### config.mk
export PLATFORM = sky130hd
export DESIGN_NAME = scc_top
export DESIGN_NICKNAME = d
export VERILOG_FILES = /design/src/scc_pkg.sv /design/src/scc_clkdiv.sv /design/src/scc_spike_filter.sv /design/src/scc_top.sv
export VERILOG_INCLUDE_DIRS = /design/src
export SDC_FILE = /design/constraint.sdc
export NUM_CORES = 1
export LEC_CHECK = 0
export BUFFER_PORTS_ARGS = -buffer_cell sky130_fd_sc_hd__buf_2
export CORE_AREA = 8 8 132 134
export CTS_CLUSTER_DIAMETER = 150
export DETAILED_ROUTE_END_ITERATION = 8
export DIE_AREA = 0 0 140 142
export GPL_TIMING_DRIVEN = 0
export PLACE_DENSITY = 0.75
export SETUP_SLACK_MARGIN = 0.02
export SLEW_MARGIN = 0
export SYNTH_ARGS = -nofsm -noshare
export SYNTH_HDL_FRONTEND = slang
export SYNTH_SLANG_ARGS = --single-unit
### constraint.sdc
create_clock -name sys_clk_i -period 5.33 [get_ports sys_clk_i]
set_input_delay 0.533 -clock sys_clk_i [delete_from_list [all_inputs] [get_ports sys_clk_i]]
set_output_delay 0.533 -clock sys_clk_i [all_outputs]
set_load 0.01 [all_outputs]
### src/scc_params.svh
`ifndef SCC_PARAMS_SVH
`define SCC_PARAMS_SVH
// Operation
// - Reset clears every clock configuration bit except phase, which is set.
// - The low-power stop state leaves the clock configuration untouched.
// - Idle master serial clock rests at the polarity bit level.
// - Phase and polarity act only in SPI, never in two-wire mode.
// - Phase with polarity chooses the capture edge and the change edge.
// - Slave, phase 0: holding word loads only while select is high, sets empty.
// - Slave, phase 1: holding word loads once shifter empties, sets empty flag.
// - Master, phase 0: word loads at once, empty flag sets at word end.
// - Master, phase 1: word loads once shifter empties, empty flag sets then.
// - Software writes holding word only when empty flag is set; write clears it.
// - A bypassable divide-by-eight prescaler precedes the clock divider.
// - Eight-bit modulus in bits 10..3 divides by one to 256.
// - Slave mode ignores the divider, except two-wire slave with clock freeze.
// - Bits 23..14 and 11 are reserved and read as zero.
// - Filter mode bits 13..12: bypass, reserved, narrow, wide.
// - Spike filters sit on clock input and on the selected data input.
// - Narrow filter removes spikes up to 50 ns, wide up to 100 ns.
// - Enable bit activates the port; clearing it resets port, keeps configuration.
// - Clock freeze acts in two-wire slave mode, holding clock low when unready.
// - A write to the holding register of an enabled port outside the stop state clears the empty flag unless a set falls in that cycle.

// Byte addresses on the register bus
`define SCC_ADDR_CFG  4'h0
`define SCC_ADDR_CTL  4'h4
`define SCC_ADDR_DATA 4'h8

// Clock configuration fields
`define SCC_CFG_RESET 24'h000001
`define SCC_CFG_WMASK 24'h0037ff
`define SCC_CFG_CPHA  0
`define SCC_CFG_CPOL  1
`define SCC_CFG_BYP   2
`define SCC_CFG_DM    3
`define SCC_CFG_FM    12

// Port control and status fields
`define SCC_CTL_EN    0
`define SCC_CTL_I2C   1
`define SCC_CTL_WSZ   2
`define SCC_CTL_FRZ   4
`define SCC_CTL_MST   6
`define SCC_CTL_TDE   16
`define SCC_CTL_BUSY  22

// Timing
`define SCC_CLK_NS     40
`define SCC_NARROW_NS  50
`define SCC_WIDE_NS    100
// Most core samples that one tolerated spike can cover
`define SCC_NARROW_CYC (`SCC_NARROW_NS / `SCC_CLK_NS + 1)
`define SCC_WIDE_CYC   (`SCC_WIDE_NS / `SCC_CLK_NS + 1)
`define SCC_PRESCALE   8
`endif

### src/scc_pkg.sv
package scc_pkg;

  typedef enum logic {SCC_IDLE, SCC_SHIFT} scc_xfer_t;

  typedef struct packed {
    logic [23:0] cfg;
    logic        en;
    logic        i2c;
    logic [1:0]  wsz;
    logic        frz;
    logic        mst;
    scc_xfer_t   xs;
    logic [23:0] hold;
    logic        hfull;
    logic        tde;
    logic [23:0] tx;
    logic [23:0] rx;
    logic [23:0] rxw;
    logic [5:0]  ec;
    logic        sck;
    logic        sck_oe;
    logic        mosi_oe;
    logic        miso_oe;
    logic        sckf;
    logic [1:0]  ss_s;
    logic [1:0]  sck_s;
    logic [1:0]  mosi_s;
    logic [1:0]  miso_s;
    logic        ack;
    logic        wreq;
    logic [31:0] rdata;
  } scc_top_st_t;

  typedef struct packed {
    logic [2:0] pre;
    logic [7:0] div;
    logic       tick;
  } scc_div_st_t;

  typedef struct packed {
    logic       out;
    logic [3:0] cnt;
  } scc_flt_st_t;

  function automatic logic [4:0] scc_word_bits(input logic [1:0] wsz);
    case (wsz)
      2'h0:    scc_word_bits = 5'h08;
      2'h1:    scc_word_bits = 5'h10;
      default: scc_word_bits = 5'h18;
    endcase
  endfunction

endpackage

### src/scc_clkdiv.sv
`timescale 1ns/1ps
`include "scc_params.svh"
module scc_clkdiv #(
  parameter int PRESCALE = `SCC_PRESCALE
) (
  input  wire logic       sys_clk_i,
  input  wire logic       rstn_i,
  input  wire logic       run_i,
  input  wire logic       bypass_i,
  input  wire logic [7:0] modulus_i,
  output logic            tick_o
);
  scc_pkg::scc_div_st_t st_q;
  scc_pkg::scc_div_st_t st_d;
  logic                 pre_end;

  assign pre_end = bypass_i | (st_q.pre == 3'(PRESCALE - 1));

  always_comb begin
    st_d      = st_q;
    st_d.tick = 1'b0;
    if (!run_i || !rstn_i) begin
      st_d = '0;
    end else begin
      st_d.pre = pre_end ? 3'h0 : st_q.pre + 3'h1;
      if (pre_end) begin
        // Zero modulus with bypass ticks every cycle; software must avoid it
        if (st_q.div == modulus_i) begin
          st_d.div  = 8'h00;
          st_d.tick = 1'b1;
        end else begin
          st_d.div = st_q.div + 8'h01;
        end
      end
    end
  end

  always_ff @(posedge sys_clk_i) begin
    st_q <= st_d;
  end

  assign tick_o = st_q.tick;

  // Helper: cycles since the previous tick
  logic [11:0] gap_q;
  logic        seen_q;
  always_ff @(posedge sys_clk_i) begin
    if (!rstn_i || !run_i) begin
      gap_q  <= 12'h000;
      seen_q <= 1'b0;
    end else begin
      gap_q  <= st_q.tick ? 12'h001 : gap_q + 12'h001;
      seen_q <= seen_q | st_q.tick;
    end
  end

  a_div_gap: assert property (@(posedge sys_clk_i) disable iff (!rstn_i)
    (st_q.tick && seen_q && run_i && $stable(modulus_i) && $stable(bypass_i))
    |-> gap_q == (bypass_i ? 12'h001 : 12'(PRESCALE)) * (12'h001 + 12'(modulus_i)))
    else $error("divider tick spacing wrong");
endmodule

### src/scc_spike_filter.sv
`timescale 1ns/1ps
`include "scc_params.svh"
module scc_spike_filter #(
  parameter int NARROW_CYC = `SCC_NARROW_CYC,
  parameter int WIDE_CYC   = `SCC_WIDE_CYC
) (
  input  wire logic       sys_clk_i,
  input  wire logic       rstn_i,
  input  wire logic [1:0] mode_i,
  input  wire logic       in_i,
  output logic            out_o
);
  scc_pkg::scc_flt_st_t st_q;
  scc_pkg::scc_flt_st_t st_d;
  logic [3:0]           lim;

  // Reserved mode 01 behaves as bypass; a new level must outlast the
  // longest spike by one sample, at the cost of that much input delay
  assign lim = (mode_i == 2'h3) ? 4'(WIDE_CYC) : 4'(NARROW_CYC);

  always_comb begin
    st_d = st_q;
    if (!mode_i[1]) begin
      st_d.out = in_i;
      st_d.cnt = 4'h0;
    end else if (in_i == st_q.out) begin
      st_d.cnt = 4'h0;
    end else if (st_q.cnt == lim) begin
      st_d.out = in_i;
      st_d.cnt = 4'h0;
    end else begin
      st_d.cnt = st_q.cnt + 4'h1;
    end
    if (!rstn_i) begin
      st_d = '0;
    end
  end

  always_ff @(posedge sys_clk_i) begin
    st_q <= st_d;
  end

  assign out_o = st_q.out;

  a_flt_wide: assert property (@(posedge sys_clk_i) disable iff (!rstn_i)
    (mode_i == 2'h3 && $past(mode_i, 4) == 2'h3 && $changed(st_q.out))
    |-> ($past(in_i, 1) == st_q.out && $past(in_i, 2) == st_q.out
         && $past(in_i, 3) == st_q.out && $past(in_i, 4) == st_q.out))
    else $error("wide filter passed a short spike");

  a_flt_bypass: assert property (@(posedge sys_clk_i) disable iff (!rstn_i)
    (mode_i == 2'h0) |=> st_q.out == $past(in_i))
    else $error("bypass filter did not follow input");
endmodule

### src/scc_top.sv
// Design decisions made here: register access over Avalon-MM and the placing of the registers.
`timescale 1ns/1ps
`include "scc_params.svh"
module scc_top (
  input  wire logic        sys_clk_i,
  input  wire logic        rstn_i,
  input  wire logic        stop_i,
  input  wire logic [3:0]  avs_address_i,
  input  wire logic        avs_read_i,
  input  wire logic        avs_write_i,
  input  wire logic [31:0] avs_writedata_i,
  output logic      [31:0] avs_readdata_o,
  output logic             avs_waitrequest_o,
  input  wire logic        ss_n_i,
  input  wire logic        sck_i,
  output logic             sck_o,
  output logic             sck_oe_o,
  input  wire logic        mosi_i,
  output logic             mosi_o,
  output logic             mosi_oe_o,
  input  wire logic        miso_i,
  output logic             miso_o,
  output logic             miso_oe_o
);
  scc_pkg::scc_top_st_t st_q;
  scc_pkg::scc_top_st_t st_d;

  logic       act;
  logic       spi;
  logic       cpha;
  logic       cpol;
  logic       m0;
  logic       ss_hi;
  logic       tick;
  logic       sck_f;
  logic       din_f;
  logic       edge_ev;
  logic       sample;
  logic       done;
  logic       load;
  logic       set_tde;
  logic       we_cfg;
  logic       we_ctl;
  logic       we_tx;
  logic [4:0] nb;
  logic [5:0] last_ec;

  // ---------------------------------------------------------------
  // Mode decode
  // ---------------------------------------------------------------
  assign act   = st_q.en & ~stop_i;
  assign spi   = ~st_q.i2c;
  assign cpha  = st_q.cfg[`SCC_CFG_CPHA];
  assign cpol  = st_q.cfg[`SCC_CFG_CPOL];
  assign m0    = st_q.mst & ~cpha;
  assign ss_hi = st_q.ss_s[1];
  assign nb    = scc_pkg::scc_word_bits(st_q.wsz);
  assign last_ec = {nb, 1'b0} - 6'h01;

  // ---------------------------------------------------------------
  // Clock generator and input filters
  // ---------------------------------------------------------------
  scc_clkdiv #(
    .PRESCALE (`SCC_PRESCALE)
  ) u_div (
    .sys_clk_i (sys_clk_i),
    .rstn_i    (rstn_i),
    .run_i     (act & (st_q.mst | (st_q.i2c & st_q.frz))),
    .bypass_i  (st_q.cfg[`SCC_CFG_BYP]),
    .modulus_i (st_q.cfg[`SCC_CFG_DM +: 8]),
    .tick_o    (tick)
  );

  scc_spike_filter #(
    .NARROW_CYC (`SCC_NARROW_CYC),
    .WIDE_CYC   (`SCC_WIDE_CYC)
  ) u_flt_sck (
    .sys_clk_i (sys_clk_i),
    .rstn_i    (rstn_i),
    .mode_i    (st_q.cfg[`SCC_CFG_FM +: 2]),
    .in_i      (st_q.sck_s[1]),
    .out_o     (sck_f)
  );

  // Data line: master-in as SPI master, master-out (or two-wire data) otherwise
  scc_spike_filter #(
    .NARROW_CYC (`SCC_NARROW_CYC),
    .WIDE_CYC   (`SCC_WIDE_CYC)
  ) u_flt_dat (
    .sys_clk_i (sys_clk_i),
    .rstn_i    (rstn_i),
    .mode_i    (st_q.cfg[`SCC_CFG_FM +: 2]),
    .in_i      ((st_q.mst & spi) ? st_q.miso_s[1] : st_q.mosi_s[1]),
    .out_o     (din_f)
  );

  // ---------------------------------------------------------------
  // Shift engine events
  // ---------------------------------------------------------------
  // Master edges come from the divider; slave edges from the filtered clock
  assign edge_ev = act & spi & (st_q.mst ? (tick & (st_q.xs == scc_pkg::SCC_SHIFT))
                                         : ((sck_f != st_q.sckf) & ~ss_hi));
  assign sample  = cpha ? st_q.ec[0] : ~st_q.ec[0];
  assign done    = edge_ev & (st_q.ec == last_ec);
  // Slave phase 0 waits for select high; other cases load once shifter empty
  assign load    = act & spi & st_q.hfull & (st_q.xs == scc_pkg::SCC_IDLE) & ~edge_ev
                   & (st_q.ec == 6'h00) & (st_q.mst | cpha | ss_hi);
  assign set_tde = (load & ~m0) | (done & m0);

  assign we_cfg = avs_write_i & st_q.ack & (avs_address_i == `SCC_ADDR_CFG);
  assign we_ctl = avs_write_i & st_q.ack & (avs_address_i == `SCC_ADDR_CTL);
  assign we_tx  = avs_write_i & st_q.ack & (avs_address_i == `SCC_ADDR_DATA);

  // ---------------------------------------------------------------
  // Next state
  // ---------------------------------------------------------------
  always_comb begin
    st_d        = st_q;
    st_d.ss_s   = {st_q.ss_s[0], ss_n_i};
    st_d.sck_s  = {st_q.sck_s[0], sck_i};
    st_d.mosi_s = {st_q.mosi_s[0], mosi_i};
    st_d.miso_s = {st_q.miso_s[0], miso_i};
    st_d.sckf   = sck_f;

    // Bus slave: one wait cycle, then a single-cycle answer
    st_d.ack  = (avs_read_i | avs_write_i) & ~st_q.ack;
    st_d.wreq = ~st_d.ack;
    if (avs_read_i && !st_q.ack) begin
      st_d.rdata = 32'h0000_0000;
      case (avs_address_i)
        `SCC_ADDR_CFG: begin
          st_d.rdata[23:0] = st_q.cfg;
        end
        `SCC_ADDR_CTL: begin
          st_d.rdata[`SCC_CTL_EN]        = st_q.en;
          st_d.rdata[`SCC_CTL_I2C]       = st_q.i2c;
          st_d.rdata[`SCC_CTL_WSZ +: 2]  = st_q.wsz;
          st_d.rdata[`SCC_CTL_FRZ]       = st_q.frz;
          st_d.rdata[`SCC_CTL_MST]       = st_q.mst;
          st_d.rdata[`SCC_CTL_TDE]       = st_q.tde;
          st_d.rdata[`SCC_CTL_BUSY]      = (st_q.xs == scc_pkg::SCC_SHIFT);
        end
        `SCC_ADDR_DATA: begin
          st_d.rdata[23:0] = st_q.rxw;
        end
        default: begin
          st_d.rdata = 32'h0000_0000;
        end
      endcase
    end

    // Configuration survives stop and disable; only a write or reset changes it
    if (we_cfg) begin
      st_d.cfg = avs_writedata_i[23:0] & `SCC_CFG_WMASK;
    end
    if (we_ctl) begin
      st_d.en  = avs_writedata_i[`SCC_CTL_EN];
      st_d.i2c = avs_writedata_i[`SCC_CTL_I2C];
      st_d.wsz = avs_writedata_i[`SCC_CTL_WSZ +: 2];
      st_d.frz = avs_writedata_i[`SCC_CTL_FRZ];
      st_d.mst = avs_writedata_i[`SCC_CTL_MST];
    end

    // Serial shifting, MSB first
    if (edge_ev) begin
      st_d.ec = st_q.ec + 6'h01;
      if (sample) begin
        st_d.rx = {st_q.rx[22:0], din_f};
      end else if (st_q.ec != 6'h00) begin
        st_d.tx = {st_q.tx[22:0], 1'b0};
      end
    end
    if (done) begin
      st_d.xs  = scc_pkg::SCC_IDLE;
      st_d.ec  = 6'h00;
      st_d.rxw = st_d.rx << (5'h18 - nb);
    end
    // Deselect between words aborts a partial slave word
    if (!st_q.mst && ss_hi) begin
      st_d.ec = 6'h00;
    end
    if (load) begin
      st_d.tx    = st_q.hold;
      st_d.xs    = scc_pkg::SCC_SHIFT;
      st_d.hfull = 1'b0;
    end
    if (we_tx) begin
      st_d.hold  = avs_writedata_i[23:0];
      st_d.hfull = 1'b1;
      st_d.tde   = 1'b0;
    end
    // A set in the same cycle as the clearing write wins
    if (set_tde) begin
      st_d.tde = 1'b1;
    end

    // SPI master clock rests at polarity level between words; the two-wire clock stays low
    if (st_q.i2c) begin
      st_d.sck = 1'b0;
    end else if (st_q.xs == scc_pkg::SCC_SHIFT && st_q.mst) begin
      st_d.sck = tick ? ~st_q.sck : st_q.sck;
    end else begin
      st_d.sck = cpol;
    end
    if (done) begin
      st_d.sck = cpol;
    end

    // Freeze pulls the two-wire clock low while nothing is ready to send
    st_d.sck_oe  = act & ((spi & st_q.mst)
                          | (st_q.i2c & ~st_q.mst & st_q.frz & st_d.tde));
    st_d.mosi_oe = act & spi & st_q.mst;
    st_d.miso_oe = act & spi & ~st_q.mst & ~ss_hi;

    // Individual reset: transfer path empties, configuration untouched
    if (!act) begin
      st_d.xs    = scc_pkg::SCC_IDLE;
      st_d.ec    = 6'h00;
      st_d.hfull = 1'b0;
      st_d.tde   = 1'b1;
    end

    if (!rstn_i) begin
      st_d      = '0;
      st_d.cfg  = `SCC_CFG_RESET;
      st_d.tde  = 1'b1;
      st_d.wreq = 1'b1;
    end
  end

  always_ff @(posedge sys_clk_i) begin
    st_q <= st_d;
  end

  // ---------------------------------------------------------------
  // Outputs
  // ---------------------------------------------------------------
  assign avs_readdata_o    = st_q.rdata;
  assign avs_waitrequest_o = st_q.wreq;
  assign sck_o             = st_q.sck;
  assign sck_oe_o          = st_q.sck_oe;
  assign mosi_o            = st_q.tx[23];
  assign mosi_oe_o         = st_q.mosi_oe;
  assign miso_o            = st_q.tx[23];
  assign miso_oe_o         = st_q.miso_oe;

  // ---------------------------------------------------------------
  // Checks
  // ---------------------------------------------------------------
  a_cfg_reset: assert property (@(posedge sys_clk_i)
    !rstn_i |=> (st_q.cfg == `SCC_CFG_RESET && st_q.tde))
    else $error("reset value of clock config wrong");

  a_stop_keep: assert property (@(posedge sys_clk_i) disable iff (!rstn_i)
    (stop_i && !we_cfg) |=> $stable(st_q.cfg))
    else $error("stop state changed clock config");

  a_off_reset: assert property (@(posedge sys_clk_i) disable iff (!rstn_i)
    !act |=> (st_q.tde && st_q.xs == scc_pkg::SCC_IDLE && !st_q.hfull))
    else $error("disabled port kept transfer state");

  a_idle_pol: assert property (@(posedge sys_clk_i) disable iff (!rstn_i)
    (st_q.xs == scc_pkg::SCC_IDLE && $past(st_q.xs) == scc_pkg::SCC_IDLE
     && $stable(cpol) && spi && $past(spi) && st_q.mst) |-> st_q.sck == cpol)
    else $error("idle master clock not at polarity level");

  a_tde_clear: assert property (@(posedge sys_clk_i) disable iff (!rstn_i)
    (we_tx && !set_tde && act) |=> !st_q.tde ##1 st_q.hfull || st_q.xs == scc_pkg::SCC_SHIFT)
    else $error("holding write did not clear empty flag");

  a_m1_load: assert property (@(posedge sys_clk_i) disable iff (!rstn_i)
    (load && st_q.mst && cpha) |=> (st_q.tde && st_q.xs == scc_pkg::SCC_SHIFT))
    else $error("master phase 1 load did not set empty flag");

  a_m0_hold: assert property (@(posedge sys_clk_i) disable iff (!rstn_i)
    (load && m0 && !we_tx) |=> (!st_q.tde && st_q.xs == scc_pkg::SCC_SHIFT))
    else $error("master phase 0 set empty flag too early");

  a_s0_ss: assert property (@(posedge sys_clk_i) disable iff (!rstn_i)
    (load && !st_q.mst && !cpha) |-> $past(ss_n_i, 2))
    else $error("slave phase 0 loaded while selected");

  a_rsvd_zero: assert property (@(posedge sys_clk_i) disable iff (!rstn_i)
    (avs_read_i && !avs_waitrequest_o && avs_address_i == `SCC_ADDR_CFG)
    |-> (avs_readdata_o[31:14] == 18'h00000 && !avs_readdata_o[11]))
    else $error("reserved config bits read nonzero");

  a_i2c_quiet: assert property (@(posedge sys_clk_i) disable iff (!rstn_i)
    (st_q.i2c && $past(st_q.i2c)) |-> (!st_q.mosi_oe && !st_q.miso_oe && !st_q.sck))
    else $error("SPI pins driven in two-wire mode");
endmodule

==> results by group <==
Detailed routing
  – Routed Antenna Nets: 0
  – WL/cell: roughly 18 µm
  – Total Routed Length: ~23000 µm
  – Residual DRC count: 0
  – Vias: around 7200
  – Via density: 5.82
  – DRT iter0 DRCs: 725
  – Number of iterations in the first detailed-routing pass: 7

CTS
  – Post-CTS sizing: 0
  – CTS Hold Buffers Added: 0
  – Total clock sinks: 185
  – CTS buffer count: 17
  – Clock-pin slew on the worst setup and hold paths: 0.07 ns
  – CTS Buffer Depth: 2
  – CTS root buf: clkbuf_16
  – Post-CTS setup buffer count: 0
  – Max H-tree Level: 4
  – Worst skew pair latency: 0.44 ns
  – CTS tree: yes

Synth
  – Synth Area in XOR/XNOR: 3.27%
  – Synth unique cells: between 50 and 60
  – Yosys Warn Count: 0
  – Yosys reg bits: 185
  – Synth area leaders: dfxtp_1, a21boi_0, nand2_1, nand3_1, buf_4
  – Area leader, netlist: dfxtp_1
  – Cells after Synth: ~950
  – Synthesized-area fraction occupied by ao, oa, aoi and oai cells: 21.8%
  – Sequential area share after synthesis: about 45%
  – Most common library cells after synthesis: dfxtp_1, nand2_1, a21boi_0
  – Adder-cell share of the synthesized area: under 10%
  – Post-synth EDFFs: 0
  – Most numerous cell in the Yosys netlist: dfxtp_1
  – Primary FF master, synth: dfxtp_1
  – Async SR Flop Fraction: 0%
  – Mean Syn Cell Area: roughly 8.8 µm²
  – Largest family of logic cells by synthesized area: compound AO/OA/AOI/OAI gates
  – Simple logic cell fraction of the synthesized area: 19.5%
  – Synth top area share: 44.5%
  – Syn Std Cell Area: 8310 µm²
  – Post-synthesis mux area share: 2.71%

Global routing
  – Initial antenna violation count: 0
  – Grt ovf: 0
  – GRT Total Usage: between 20% and 30%
  – Vias in the first global route: 6903
  – First-pass GRT wire length: 36500 µm
  – Largest net degree at the start of global routing: 17

Timing
  – Fin crit share: 48.8%
  – RSZ-0062 raised after global routing: false
  – Final hold viol count: 0
  – Tmin final: ~2.6 ns
  – Pins over their slew limit: 0
  – Worst Tran Pin Value: 1.10 ns
  – Fin Clk Skew: around 0.012 ns
  – Slew margin rel.: 25.9%
  – Setup violators final: 0
  – Final TNS setup: 0 ns
  – FMAX: roughly 380 MHz

Layout
  – Diodes inserted: 0
  – FILL cells: around 1400
  – Area Growth Syn to Fin: 14.6%
  – Post-layout nets: around 1100
  – Multi-input combinational cell area: 4050 µm²
  – Post-layout util: roughly three fifths
  – Flip-flop and latch area: 3700 µm²
  – Layout cells sized above 1: 17.1%

Setup path
  – Critical Path Source Type: flop
  – Req. time, crit path: ~5.7 ns
  – Critical path arrival: slightly below 3 ns
  – WS Path Type: reg -> reg
  – Worst-path maximum fanout: 10
  – Worst R2R Setup Slack: 2.73 ns
  – CP Capture Type: flop

Run status
  – Status: finished clean

Floorplan
  – IO Pins: 84
  – Cell Rows: 46
  – Core area: 15400 µm²
  – Die ar.: 19900 µm²
  – Initial core utilization: 53.9%
  – Die Y: 142 µm
  – Die X: around 140 µm

Flow run
  – Number of max-cap violations: 0

Power
  – Leakage power: 0.00343 µW
  – VDD IR max: 0.241 mV
  – PwrDens: 298 nW/µm²

Placement
  – IO buf count: 67
  – Routability-driven placement congestion ratio: 0.931
  – Post-DP HPWL: 16500 µm

Worst hold path
  – HP Class: in -> reg
[per-stage QoR]
| step | instances | hold WS (ns) | total power [µW] | setup slack [ns] | area [µm²] |
|---|---|---|---|---|---|
| finish | 1243 | 0.296 | 2840 | 2.73 | 9530 |
| global route | 1243 | 0.289 | 2920 | 2.61 | 9530 |
| CTS | 1243 | 0.284 | 2850 | 2.86 | 9530 |
| detailed placement | 1212 | 0.423 | 1550 | 2.61 | 8920 |
| global placement | 1212 | 0.423 | 1550 | 2.65 | 8920 |
| floorplan | 953 | 0.406 | 1500 | 3.11 | 8340 |
[critical path: stages, from the launching register on]
cell and delay [ns]:
dfxtp_1 0.34, clkbuf_1 0.31, nor2b_1 0.19, clkbuf_1 0.37, nor4b_1 0.89, nand2_1 0.19, a41oi_1 0.23
[cells in the final DEF, fill, tap and decap left out, types with 8 or more instances in the layout]
cell type	netlist	final
buf_4	36	36
nor2b_1	10	10
a21oi_1	11	11
inv_1	10	10
dfxtp_1	185	185
mux2_2	12	12
a22oi_1	27	27
buf_2	9	76
clkbuf_1	52	52
a221oi_1	9	9
a211o_1	17	17
nand2_1	172	172
a21boi_0	94	94
xor2_1	20	20
conb_1	1	8
o21ai_0	31	31
a31oi_1	12	12
nor3b_1	10	10
nand3_1	60	60
clkbuf_16	0	17
a41oi_1	12	12
nor2_1	39	39
mux2i_1	9	9
xnor2_1	11	11
and2_1	15	15
[final timing paths]
kind,from,end,depth (start not counted)
hold reg to reg,u_div.st_q[9]$_SDFF_PP0_,u_div.st_q[9]$_SDFF_PP0_,1
setup reg to reg,st_q[155]$_SDFFE_PN0P_,st_q[63]$_SDFFE_PN0P_,6
setup / recovery,st_q[155]$_SDFFE_PN0P_,st_q[63]$_SDFFE_PN0P_,6
hold / removal,mosi_i,st_q[36]$_SDFF_PN0_,2
[logic make-up (layout without fill, tap and decap cells)]
group,Yosys count,count (layout)
other,1,8
xor gates and xnor gates,31,31
AOI/OAI and AO/OA,242,242
muxes,21,21
and+or+nand+nor,348,348
buffers and inverters,111,209
adders and majority gates,7,7
DFF,185,185
[flip-flops by register name, indices dropped and copies added, names as in the netlist]
| signal | cells |
|---|---|
| sck_o | 1 |
| miso_oe_o | 1 |
| mosi_oe_o | 1 |
| ss_hi | 1 |
| u_flt_sck.out_o | 1 |
| avs_readdata_o | 24 |
| u_flt_dat.st_q | 4 |
| cpol | 1 |
| st_q | 130 |
| u_flt_dat.out_o | 1 |
| u_div.st_q | 11 |
| u_div.tick_o | 1 |
| miso_o | 1 |
| cpha | 1 |
| u_flt_sck.st_q | 4 |
| sck_oe_o | 1 |
| avs_waitrequest_o | 1 |
[where the power goes]
group          switching [µW]  leakage, µW  internal (µW)  total, µW
combinational            69.1      0.00163           50.1        119
clock                     547     0.000300            773       1320
sequential               7.11      0.00149           1390       1400
total                     623      0.00343           2220       2840
[layer usage]
layer | vias to the layer above | GRT usage (%) | wire length [µm]
li1 | 3470 | - | -
met1 | 3414 | 30.0 | 10100
met2 | 300 | 36.6 | 10400
met3 | 51 | 5.20 | 1710
met4 | 0 | 9.43 | 614
met5 | - | 0 | 0
[area by class of cell]
| type | count | share of cell area [%] |
|---|---|---|
| Timing Repair Buffer | 67 | 3.52 |
| Clock buffer | 20 | 4.90 |
| Multi-Input combinational cell | 657 | 42.5 |
| Clock inverter | 11 | 1.52 |
| Tap cell | 192 | 2.52 |
| Sequential cell | 185 | 38.9 |
| Inverter | 10 | 0.394 |
| Buffer | 101 | 5.75 |
(Power assumes the default switching activity.)
